$ cat config.mk
export PLATFORM = sky130hd
export DESIGN_NAME = ehsp_params
export DESIGN_NICKNAME = d
export VERILOG_FILES = /design/src/hw/ehsp_pkg.sv /design/src/hw/ehsp_params.sv
export SDC_FILE = /design/constraint.sdc
export NUM_CORES = 1
export LEC_CHECK = 0
export BUFFER_PORTS_ARGS = -buffer_cell sky130_fd_sc_hd__clkbuf_2
export CORE_MARGIN = 3
export CORE_UTILIZATION = 28
export CTS_BUF_LIST = sky130_fd_sc_hd__clkbuf_4
export DETAILED_ROUTE_END_ITERATION = 16
export GPL_TIMING_DRIVEN = 0
export PLACE_DENSITY = 0.94
export SETUP_SLACK_MARGIN = 0.15
export SLEW_MARGIN = 40
export SYNTH_ARGS = -nofsm -noshare
export SYNTH_HDL_FRONTEND = slang
export SYNTH_SLANG_ARGS = --single-unit
$ cat constraint.sdc
create_clock -name clock_in -period 1.5 [get_ports clock_in]
set_input_delay 0.15 -clock clock_in [delete_from_list [all_inputs] [get_ports clock_in]]
set_output_delay 0.15 -clock clock_in [all_outputs]
set_load 0.03 [all_outputs]
$ cat src/hw/ehsp_pkg.sv
// Purpose: constants for the structural parameter register
// Assumes: 32-bit read-only word at offset 04h of the memory window
// Notes: field positions and reset values named once here
package ehsp_pkg;
    localparam logic [7:0] EHSP_BAR_OFFSET = 8'h10;
    localparam logic [7:0] EHSP_REG_OFFSET = 8'h04;
    localparam int EHSP_FIELD_W = 4;
    localparam int EHSP_DEBUG_PORT_LSB = 20;
    localparam int EHSP_IND_BIT = 16;
    localparam int EHSP_COMP_CNT_LSB = 12;
    localparam int EHSP_PER_COMP_LSB = 8;
    localparam int EHSP_ROUTE_BIT = 7;
    localparam int EHSP_POWER_BIT = 4;
    localparam int EHSP_NPORT_LSB = 0;
    localparam logic [3:0] EHSP_COUNT_NONE = 4'h0;
    localparam logic [3:0] EHSP_DEBUG_PORT_RST = 4'h0;
    localparam logic [3:0] EHSP_COMP_CNT_RST = 4'h2;
    localparam logic [3:0] EHSP_PER_COMP_RST = 4'h2;
    localparam logic EHSP_ROUTE_RST = 1'h1;
    localparam logic EHSP_POWER_RST = 1'h1;
    localparam logic [3:0] EHSP_NPORT_RST = 4'h4;
    localparam logic [3:0] EHSP_NPORT_MIN = 4'h1;
    localparam logic [31:0] EHSP_ZERO = 32'h0000_0000;
endpackage
$ cat src/hw/ehsp_params.sv
// Purpose: host structural parameter register of the high-speed host function
// Assumes: read strobe with byte offset inside the function's memory window
// Notes: read-only; writes are accepted and ignored
`timescale 1ns/1ps
`default_nettype none

// Summary of operation
// - bits 23..20 hold the debug root port number, zero for none.
// - the debug port number never exceeds the reported port count.
// - bit 16 set means every port register has an indicator field.
// - the indicator support bit follows the amber strap during reset.
// - a zero companion count means no companions and no hand-off.
// - a nonzero companion count means companions and hand-off exist.
// - bits 11..8 give ports per companion, grouped in ascending order.
// - companion count times ports per companion covers every port.
// - bit 7 tells which method maps root ports to companions.
// - the word sits at 04h from the memory base held in the BAR at 10h.
// - routing bit zero means ordered grouping, one the explicit array.
// - bit 4 is one when port power switches are present.
// - bits 3..0 give the port count, 1h to Fh.
module ehsp_params
    import ehsp_pkg::*;
(
    input wire logic clock_in,
    input wire logic rst_in,
    input wire logic amber_indicator_strap_in,
    input wire logic rd_en_in,
    input wire logic wr_en_in,
    input wire logic [7:0] addr_in,
    input wire logic [31:0] wr_data_in,
    output logic [31:0] rd_data_out,
    output logic rd_valid_out,
    output logic port_indicator_out,
    output logic handoff_enable_out
);
    // strap is an off-chip level, so it passes two flops before use
    logic strap_s1_reg;
    logic strap_s1_next;
    logic strap_s2_reg;
    logic strap_s2_next;
    logic indicator_reg;
    logic indicator_next;

    logic rd_take;
    logic [31:0] rd_data_reg;
    logic [31:0] rd_data_next;
    logic rd_valid_reg;
    logic rd_valid_next;
    logic handoff_reg;
    logic handoff_next;
    logic unused_write;

    // fields of the word, all constant except the strap bit
    logic [31:0] structural_param_word;
    logic [3:0] debug_port_number;
    logic [3:0] companion_count;
    logic [3:0] ports_per_companion;
    logic routing_method_flag;
    logic power_switch_present;
    logic [3:0] port_count;

    // true when a read targets this word; every other offset reads zero
    function automatic logic ehsp_selects_word(input logic [7:0] offset);
        return offset == EHSP_REG_OFFSET;
    endfunction

    // a zero port count is undefined for software, so it is raised to one
    function automatic logic [3:0] ehsp_limit_ports(input logic [3:0] count);
        logic [3:0] limited;

        limited = count;
        if (count < EHSP_NPORT_MIN) begin
            limited = EHSP_NPORT_MIN;
        end
        return limited;
    endfunction

    // a debug port beyond the last port would point software at nothing
    function automatic logic [3:0] ehsp_limit_debug(
        input logic [3:0] number,
        input logic [3:0] ports
    );
        logic [3:0] limited;

        limited = number;
        if (number > ports) begin
            limited = EHSP_DEBUG_PORT_RST;
        end
        return limited;
    endfunction

    // groups that fall short of the port count would leave ports unrouted
    function automatic logic [3:0] ehsp_fit_group(
        input logic [3:0] companions,
        input logic [3:0] per_group,
        input logic [3:0] ports
    );
        logic [7:0] covered;
        logic [3:0] fitted;

        covered = {4'h0, companions} * {4'h0, per_group};
        fitted = per_group;
        if (companions != EHSP_COUNT_NONE
            && covered < {4'h0, ports}) begin
            fitted = ports;
        end
        return fitted;
    endfunction

    // reserved positions stay zero because the word starts from all zeros
    function automatic logic [31:0] ehsp_pack_word(
        input logic [3:0] debug_port,
        input logic indicator,
        input logic [3:0] companions,
        input logic [3:0] per_group,
        input logic routing,
        input logic power,
        input logic [3:0] ports
    );
        logic [31:0] word;

        word = EHSP_ZERO;
        word[EHSP_DEBUG_PORT_LSB +: EHSP_FIELD_W] = debug_port;
        word[EHSP_IND_BIT] = indicator;
        word[EHSP_COMP_CNT_LSB +: EHSP_FIELD_W] = companions;
        word[EHSP_PER_COMP_LSB +: EHSP_FIELD_W] = per_group;
        word[EHSP_ROUTE_BIT] = routing;
        word[EHSP_POWER_BIT] = power;
        word[EHSP_NPORT_LSB +: EHSP_FIELD_W] = ports;
        return word;
    endfunction

    // every field but bit 16 is fixed; the functions keep the fixed values
    // self-consistent should anyone edit the constants later
    always_comb begin
        port_count = ehsp_limit_ports(EHSP_NPORT_RST);
        debug_port_number = ehsp_limit_debug(
            EHSP_DEBUG_PORT_RST,
            port_count
        );
        companion_count = EHSP_COMP_CNT_RST;
        ports_per_companion = ehsp_fit_group(
            companion_count,
            EHSP_PER_COMP_RST,
            port_count
        );
        routing_method_flag = EHSP_ROUTE_RST;
        power_switch_present = EHSP_POWER_RST;
        structural_param_word = ehsp_pack_word(
            debug_port_number,
            indicator_reg,
            companion_count,
            ports_per_companion,
            routing_method_flag,
            power_switch_present,
            port_count
        );
    end

    // the first flop may go metastable, so only the second one is read
    always_comb begin
        strap_s1_next = amber_indicator_strap_in;
        strap_s2_next = strap_s1_reg;
    end

    always_ff @(posedge clock_in) begin
        strap_s1_reg <= strap_s1_next;
        strap_s2_reg <= strap_s2_next;
    end

    // the latch follows the strap only while reset is high, so a strap
    // that moves later is ignored until the next reset
    always_comb begin
        indicator_next = indicator_reg;
        if (rst_in) begin
            indicator_next = strap_s2_reg;
        end
    end

    always_ff @(posedge clock_in) begin
        indicator_reg <= indicator_next;
    end

    // writes have no path into any field; they only feed this sink
    assign unused_write = wr_en_in ^ (^wr_data_in);

    always_comb begin
        rd_take = rd_en_in && !rst_in;
        rd_valid_next = rd_take;
        rd_data_next = EHSP_ZERO;
        if (rd_take) begin
            if (ehsp_selects_word(addr_in)) begin
                rd_data_next = structural_param_word;
            end
        end
    end

    // the answer is registered so the read port comes straight from flops
    always_ff @(posedge clock_in) begin
        rd_data_reg <= rd_data_next;
        rd_valid_reg <= rd_valid_next;
    end

    // hand-off follows the companion count, so it can never disagree
    always_comb begin
        handoff_next = companion_count != EHSP_COUNT_NONE;
    end

    always_ff @(posedge clock_in) begin
        handoff_reg <= handoff_next;
    end

    // outputs are plain copies of flops
    assign rd_data_out = rd_data_reg;
    assign rd_valid_out = rd_valid_reg;
    assign port_indicator_out = indicator_reg;
    assign handoff_enable_out = handoff_reg;
endmodule

`default_nettype wire

# Word-level counts from Yosys, hierarchy flattened
# Index checks and enable logic that the tools add are counted.
# op_classes
mux,1
eq_ne,1
n_reduce_logical,3
# op_table
operator,n
$mux 14,1
$eq 8x3->1 const B,1
$reduce_and 2->1,1
$logic_and 1x1->1,1
$logic_not 1->1,1
# word_totals
out_inout_bits,35
register_bits,36
word_cells,11

# Logic depth before layout (Yosys ltp)
# Gate-level depths: netlist (run 1).
# logic_depth
ltp_word,3
mapped_depth,2
mapped_depth_nobuf,2

# Least setup slack after synthesis (run 1)
# OpenSTA, ideal clock, no wires.
# synth_timing
path_kind,input port to flip-flop
from,input addr_in[1]
to,register rd_data_reg[16] (netlist: rd_data_out[16])
setup_time_ns,0.088
cell_stages,2
n_path_buf,0
slack_ns,0.524
required_time_ns,1.412
arrival_time_ns,0.889
path_cell_list,or4b_1 > nor4_2
# synth_between
elab_chain_cells,2
# synth_lines
element,line_no,text
from (decl),ehsp_params.sv:29,"input wire logic [7:0] addr_in,"
$eq 8x3->1,ehsp_params.sv:64,return offset == EHSP_REG_OFFSET;
$reduce_and 2->1 (no line),--,
to (signal assigned),ehsp_params.sv:200,rd_data_reg <= rd_data_next;
to (decl),ehsp_params.sv:45,logic [31:0] rd_data_reg;
# Every way passes these cells.
# A chain may end at the register's enable or synchronous reset.

# Worst setup path after layout (run 1)
# layout_timing
from,register rd_data_reg[9] (netlist: rd_data_out[9])
to,output rd_data_out[9]
# layout_rtl
element,line_no,text
to (decl),ehsp_params.sv:31,"output logic [31:0] rd_data_out,"
# No word-level cell between the ends.

==> results of run 1 <==
[cell usage in the layout (no fill, tap or decap)]
master,n
edfxtp_1,1
dfxtp_1,5
or4b_1,1
nor4_2,1
or4_1,1
buf_4,31
nand2b_1,1
inv_1,2
nor3_1,1
clkbuf_2,19
clkbuf_4,4
conb_1,27
[how the worst min path moves through the flow]
| stage | start | end | slack (ps) |
|---|---|---|---|
| CTS | amber_indicator_strap_in | strap_s1_reg$_DFF_P_ | 30 |
| detailed placement | amber_indicator_strap_in | strap_s1_reg$_DFF_P_ | 270 |
| global placement | amber_indicator_strap_in | strap_s1_reg$_DFF_P_ | 260 |
| finish | amber_indicator_strap_in | strap_s1_reg$_DFF_P_ | 30 |
| floorplan | amber_indicator_strap_in | strap_s1_reg$_DFF_P_ | 180 |
| global route | amber_indicator_strap_in | strap_s1_reg$_DFF_P_ | 20 |
[kinds of logic after synthesis]
group	after synthesis	synth area share (%)
buffers and inverters	33	57.3
flip-flops	6	31.0
AND/OR/NAND/NOR	5	9.85
other	2	1.79
[area by class of cell]
type | count | share of cell area (%)
Buffer | 31 | 35.4
Multi-Input combinational cell | 32 | 21.7
Sequential cell | 6 | 19.8
Timing Repair Buffer | 19 | 14.5
Clock buffer | 4 | 4.57
Tap cell | 15 | 2.86
Inverter | 2 | 1.14
[through the flow]
step,hold WS (ps),std cells,cell area [um^2],utilization (%),power (W)
finish,29.0,109,657,48.7,0.000521
global route,20.3,109,657,48.7,0.000550
floorplan,178,71,513,-,0.000328
CTS,25.7,109,657,48.7,0.000524
global placement,255,105,627,46.4,0.000344
detailed placement,271,105,627,46.4,0.000346
[routing by layer]
| layer | track usage (%) | vias up |
|---|---|---|
| li1 | - | 179 |
| met2 | 15.2 | 30 |
| met4 | 5.42 | 0 |
| met5 | 0 | - |
| met1 | 6.59 | 127 |
| met3 | 1.20 | 2 |
[power by group]
group	total, W	switching, W	internal, W
logic	0.000174	0.000112	0.0000615
registers	0.000173	0.00000224	0.000170
clock network	0.000175	0.0000560	0.000119
total	0.000521	0.000171	0.000350
[worst register-to-register path: stages (launching register included)]
cell and delay (ps):
edfxtp_1 340, inv_1 50, nor4_2 240
==> metrics.md, run 1 <==
| Metric | Value |
|---|---|
| Reg2reg start | port_indicator_out$_DFFE_PP_ |
| Top routing layer used | met4 |
| # port buffers | 19 |
| Clock Latency Late Sink | 240 ps |
| Worst path arrival time | 950 ps |
| First-pass GRT wire length | 1090 um |
| Via density | 3.10 |
| Slowest cell delay on critical path | 390 ps |
| Multi-input logic area | 143 um^2 |
| Outcome | complete, no violations |
| Max Slew Vio Count | 0 |
| Crit-path leading delay family | flip-flops |
| Crit path to | rd_data_out[9] |
| Met3 wire length | 138 um |
| WP depth | 2 |
| Largest net degree at the start of global routing | 6 |
| Static Leak | 0.426 nW |
| Resized Gates After CTS | 0 |
| Cell Area, Synth | 419 um^2 |
| Post-synthesis register bit count | 6 |
| Vias in the first global route | 263 |
| Core box area | 1350 um^2 |
| Setup CP Type | flop to primary output |
| DRC Markers | 0 |
| CTS H-tree lvls | 1 |
| Die X | 44.7 um |
| Setup WS post-layout | 400 ps |
| CP max-delay cell | dfxtp_1 |
| Hold_buf cts | 0 |
| ANT cells | 0 |
| Final period utilization | 73.4% |
| I/O pin total | 80 |
| Initial antenna violation count | 0 |
| Max-Cap Viols | 0 |
| Postcts setup bufs | 0 |
| Area growth, synth to finish | 56.7% |
| Synth top cells by count | buf_4 (31), dfxtp_1 (5), conb_1 (2), inv_1 (2) |
| CTS Buf Count | 3 |
| Number of iterations in the first detailed-routing pass | 1 |
| Nets | 140 |
| Share of layout cells above drive strength 1 | 58.5% |
| Total track usage | 7.60% |
| Synth cell types | 10 |
| Crit path launch | rd_data_out[9]$_SDFF_PN0_ |
| Die ar. | 2000 um^2 |
| Largest register FFs | 2 |
| RSZ-0062 raised after global routing | false |
| Post-layout min period | 1100 ps |
| Final Setup Violations | 0 |
| Die H | 44.7 um |
| GRT Residual Overflow | 0 |
| Async SR Flop Fraction | 0% |
| Met2 routed WL | 444 um |
| Highest ir drop seen on vdd | 376 uV |
| Final wirelength | 764 um |
| Total number of vias | 338 |
| Num Clock Sinks | 6 |
| Crit end category | primary output |
| CTS root buf | clkbuf_4 |
| Max FO, Critical Path | 5 |
| FF/Latch Area | 130 um^2 |
| CTS tree | yes |
| Crit path buf inv count | 2 |
| Ys flop type | dfxtp_1 |
| Initial drt markers | 0 |
| R2r endpoint | rd_data_out[16]$_SDFF_PN0_ |
| Required @ worst endpoint | 1350 ps |
| Routed Antenna Nets | 0 |
| Post-synth EDFFs | 1 |
| Syn avg cell area | 9.11 um^2 |
| Final Wtd Congestion | 0.632 |
| Top cell type's share of synthesized area | 55.5% |
| Largest area contributor in the netlist | buf_4 |
| Fillers | 142 |
| Most frequent cell after synthesis | buf_4 |
| Reg2Reg Depth | 2 |
| Row count | 13 |
| Max Root-Sink Buffers | 2 |
| Max Clock Freq | 0.909 GHz |
| Fin. Hold Viols | 0 |
| Reg2Reg Setup Slack | 770 ps |
| Starting density of the core | 31.0% |
| Synth warn | 0 |
| Mapped Cells | 46 |
| Reg clk slew, reported paths | 50 ps |
| Worst clock skew | 6.50 ps |
| Register area share after synthesis | 31.0% |
| M1 wire length | 171 um |
| CP cell instances | buf_4 > clkbuf_2 |
| Worst hold path depth | 1 |
| CP startpoint kind | flop |
| Worst min-delay path class | primary input to flop |
| Post-Route Setup TNS | 0 ps |
| Placement Setup Slack | 421 ps |
| Area contributors post-synth | buf_4 (56%), dfxtp_1 (24%), edfxtp_1 (7.2%) |
| P per Cell Area | 793 nW/um^2 |
| Drt wl/cell | 7.01 um |
No activity file was read; power rests on OpenSTA's default activity.
==> inputs of run 2 (changes only) <==
--- a/config.mk
+++ b/config.mk
@@ -7,11 +7,11 @@
 export LEC_CHECK = 0
 export BUFFER_PORTS_ARGS = -buffer_cell sky130_fd_sc_hd__clkbuf_2
 export CORE_MARGIN = 3
-export CORE_UTILIZATION = 28
+export CORE_UTILIZATION = 23
 export CTS_BUF_LIST = sky130_fd_sc_hd__clkbuf_4
 export DETAILED_ROUTE_END_ITERATION = 16
 export GPL_TIMING_DRIVEN = 0
-export PLACE_DENSITY = 0.94
+export PLACE_DENSITY = 0.84
 export SETUP_SLACK_MARGIN = 0.15
 export SLEW_MARGIN = 40
 export SYNTH_ARGS = -nofsm -noshare
==> constraint.sdc (replaced) <==
create_clock -name clock_in -period 1 [get_ports clock_in]
set_input_delay 0.1 -clock clock_in [delete_from_list [all_inputs] [get_ports clock_in]]
set_output_delay 0.1 -clock clock_in [all_outputs]
set_load 0.03 [all_outputs]
==> run 2 against run 1 <==
  * Global-route usage decreased by 0.16 points
  * Register-to-register slack got worse by 480 ps
  * Clock power is 49% higher
  * First-iteration DRC count up 2
  * Count of clock-buffer cells in the layout is the same
  * Sequential power grew 50%
  * Sequential cell count stayed put
  * Power increased by 53%
  * Critical path type unchanged
==> metrics.md, run 2 (same netlist as run 1, synthesis figures left out) <==
| Metric | Value |
|---|---|
| Outcome | complete, no violations |
| DRC Markers | 0 |
| Reg clk slew, reported paths | 50 ps |
| Postcts setup bufs | 0 |
| Initial antenna violation count | 0 |
| GRT Residual Overflow | 0 |
| CP startpoint kind | flop |
| First-pass GRT wire length | 1300 um |
| Placement Setup Slack | -33.4 ps |
| P per Cell Area | 1030 nW/um^2 |
| Logic pwr share | 34.8% |
| Final period utilization | 93.5% |
| # port buffers | 19 |
| Power consumption | 0.000799 W |
| CTS root buf | clkbuf_4 |
| Hold slack | 63.9 ps |
| P_sw | 0.000260 W |
| Worst min-delay path class | primary input to flop |
| Max Slew Vio Count | 0 |
| Die ar. | 2370 um^2 |
| ANT cells | 0 |
| Die H | 48.7 um |
| Crit end category | primary output |
| Routed Antenna Nets | 0 |
| Total number of vias | 352 |
| Via density | 2.96 |
| Core box area | 1610 um^2 |
| Fillers | 174 |
| Worst clock skew | 6.44 ps |
| Setup WS post-layout | 65.2 ps |
| Fin. Hold Viols | 0 |
| CP max-delay cell | dfxtp_2 |
| Total track usage | 7.44% |
| Num Clock Sinks | 6 |
| Die X | 48.7 um |
| Largest register FFs | 2 |
| CTS Buf Count | 3 |
| Max FO, Critical Path | 5 |
| Post-layout min period | 935 ps |
| RSZ-0062 raised after global routing | true |
| Share of layout cells above drive strength 1 | 62.1% |
| Switching Fraction | 32.6% |
| Final Setup Violations | 0 |
| Max Root-Sink Buffers | 2 |
| Final wirelength | 885 um |
| Slowest cell delay on critical path | 330 ps |
| Initial drt markers | 2 |
| CTS tree | yes |
| Drt wl/cell | 7.44 um |
| Row count | 14 |
| Largest net degree at the start of global routing | 6 |
| Max Clock Freq | 1.07 GHz |
| CP cell instances | buf_4 > buf_8 |
| Nets | 141 |
| Setup CP Type | flop to primary output |
| Layout Utilization | 47.9% |
| Worst path arrival time | 830 ps |
| CTS H-tree lvls | 1 |
| Starting density of the core | 26.0% |
| Area growth, synth to finish | 84.2% |
| Commonest non-fill, non-tap cell in the layout | buf_4 |
| Max-Cap Viols | 0 |
| Static Leak | 0.459 nW |
| I/O pin total | 80 |
| Most frequent cells in the layout | buf_4 (30), conb_1 (27), clkbuf_2 (10) |
| Highest ir drop seen on vdd | 560 uV |
| Final Wtd Congestion | 0.648 |
| Flop pwr share | 32.5% |
| Reg2Reg Setup Slack | 290 ps |
| Cell-internal power | 0.000538 W |
| Clock Latency Late Sink | 240 ps |
| Required @ worst endpoint | 900 ps |
| Number of iterations in the first detailed-routing pass | 2 |
| Clk pwr share | 32.7% |
| Vias in the first global route | 300 |
run 2: cell count changes in the layout (fill, tap and decap cells not counted):
| cell | change |
|---|---|
| or4b_4 | +1 |
| buf_6 | +2 |
| dfxtp_2 | +2 |
| nor4_2 | -1 |
| dlygate4sd3_1 | +1 |
| or4b_1 | -1 |
| buf_8 | +6 |
| nor4_4 | +1 |
| or4_1 | -1 |
| dfxtp_1 | -2 |
| or4_4 | +1 |
| clkbuf_2 | -9 |
| buf_4 | -1 |
| clkbuf_4 | +2 |
run 2: metal layers:
layer	GRT usage, %	part of all wire, %	wire length [um]	up-vias
met5	0	0	0	-
met4	5.69	0	0	0
met3	2.15	13	115	0
met2	16.5	63	555	26
met1	4.45	24	214	144
li1	-	-	-	182
run 2: worst max-delay path: cells and delay by family (launching register included):
family | cells | cell delay (ps)
flops | 1 | 330
buf+inv | 2 | 270
run 2: final timing paths:
kind / start / end / cells after the start
setup / recovery: rd_data_out[9]$_SDFF_PN0_ / rd_data_out[9] / 2
hold / removal: rst_in / port_indicator_out$_DFFE_PP_ / 1
hold reg to reg: strap_s1_reg$_DFF_P_ / strap_s2_reg$_DFF_P_ / 0
setup reg to reg: port_indicator_out$_DFFE_PP_ / rd_data_out[16]$_SDFF_PN0_ / 2
run 2: per-stage QoR:
| step | cell area [um^2] | cells | setup TNS (ps) |
|---|---|---|---|
| after floorplan | 522 | 71 | 0 |
| after global placement | 647 | 114 | -12.2 |
| after detailed placement | 647 | 114 | -33.4 |
| after CTS | 742 | 119 | 0 |
| after global routing | 772 | 119 | 0 |
| final | 772 | 119 | 0 |
run 2: area by class of cell:
class,instances,area (um^2),area share [%]
flip-flops and latches,6,133,17.2
well taps,24,30.0,3.89
repair buffers,20,176,22.9
inverters,2,7.51,0.972
plain buffers,31,236,30.6
clock buffers,4,30.0,3.89
multi-input cells,32,159,20.6
run 2: repair_timing:
item / CTS / global route
endpoints found under the setup margin: 7 / 9
pin swaps: 0 / 2
hold buffers: 1 / 0
gates resized for setup: 13 / 12
hold endpoints to repair: 1 / 0
run 2: power groups by stage:
stage / Combinational, W / Clock [W] / Sequential, W
global route: 0.000294 / 0.000299 / 0.000260
global placement: 0.000257 / 0 / 0.000262
finish: 0.000278 / 0.000261 / 0.000259
detailed placement: 0.000260 / 0 / 0.000263
CTS: 0.000266 / 0.000277 / 0.000259
floorplan: 0.000223 / 0 / 0.000271
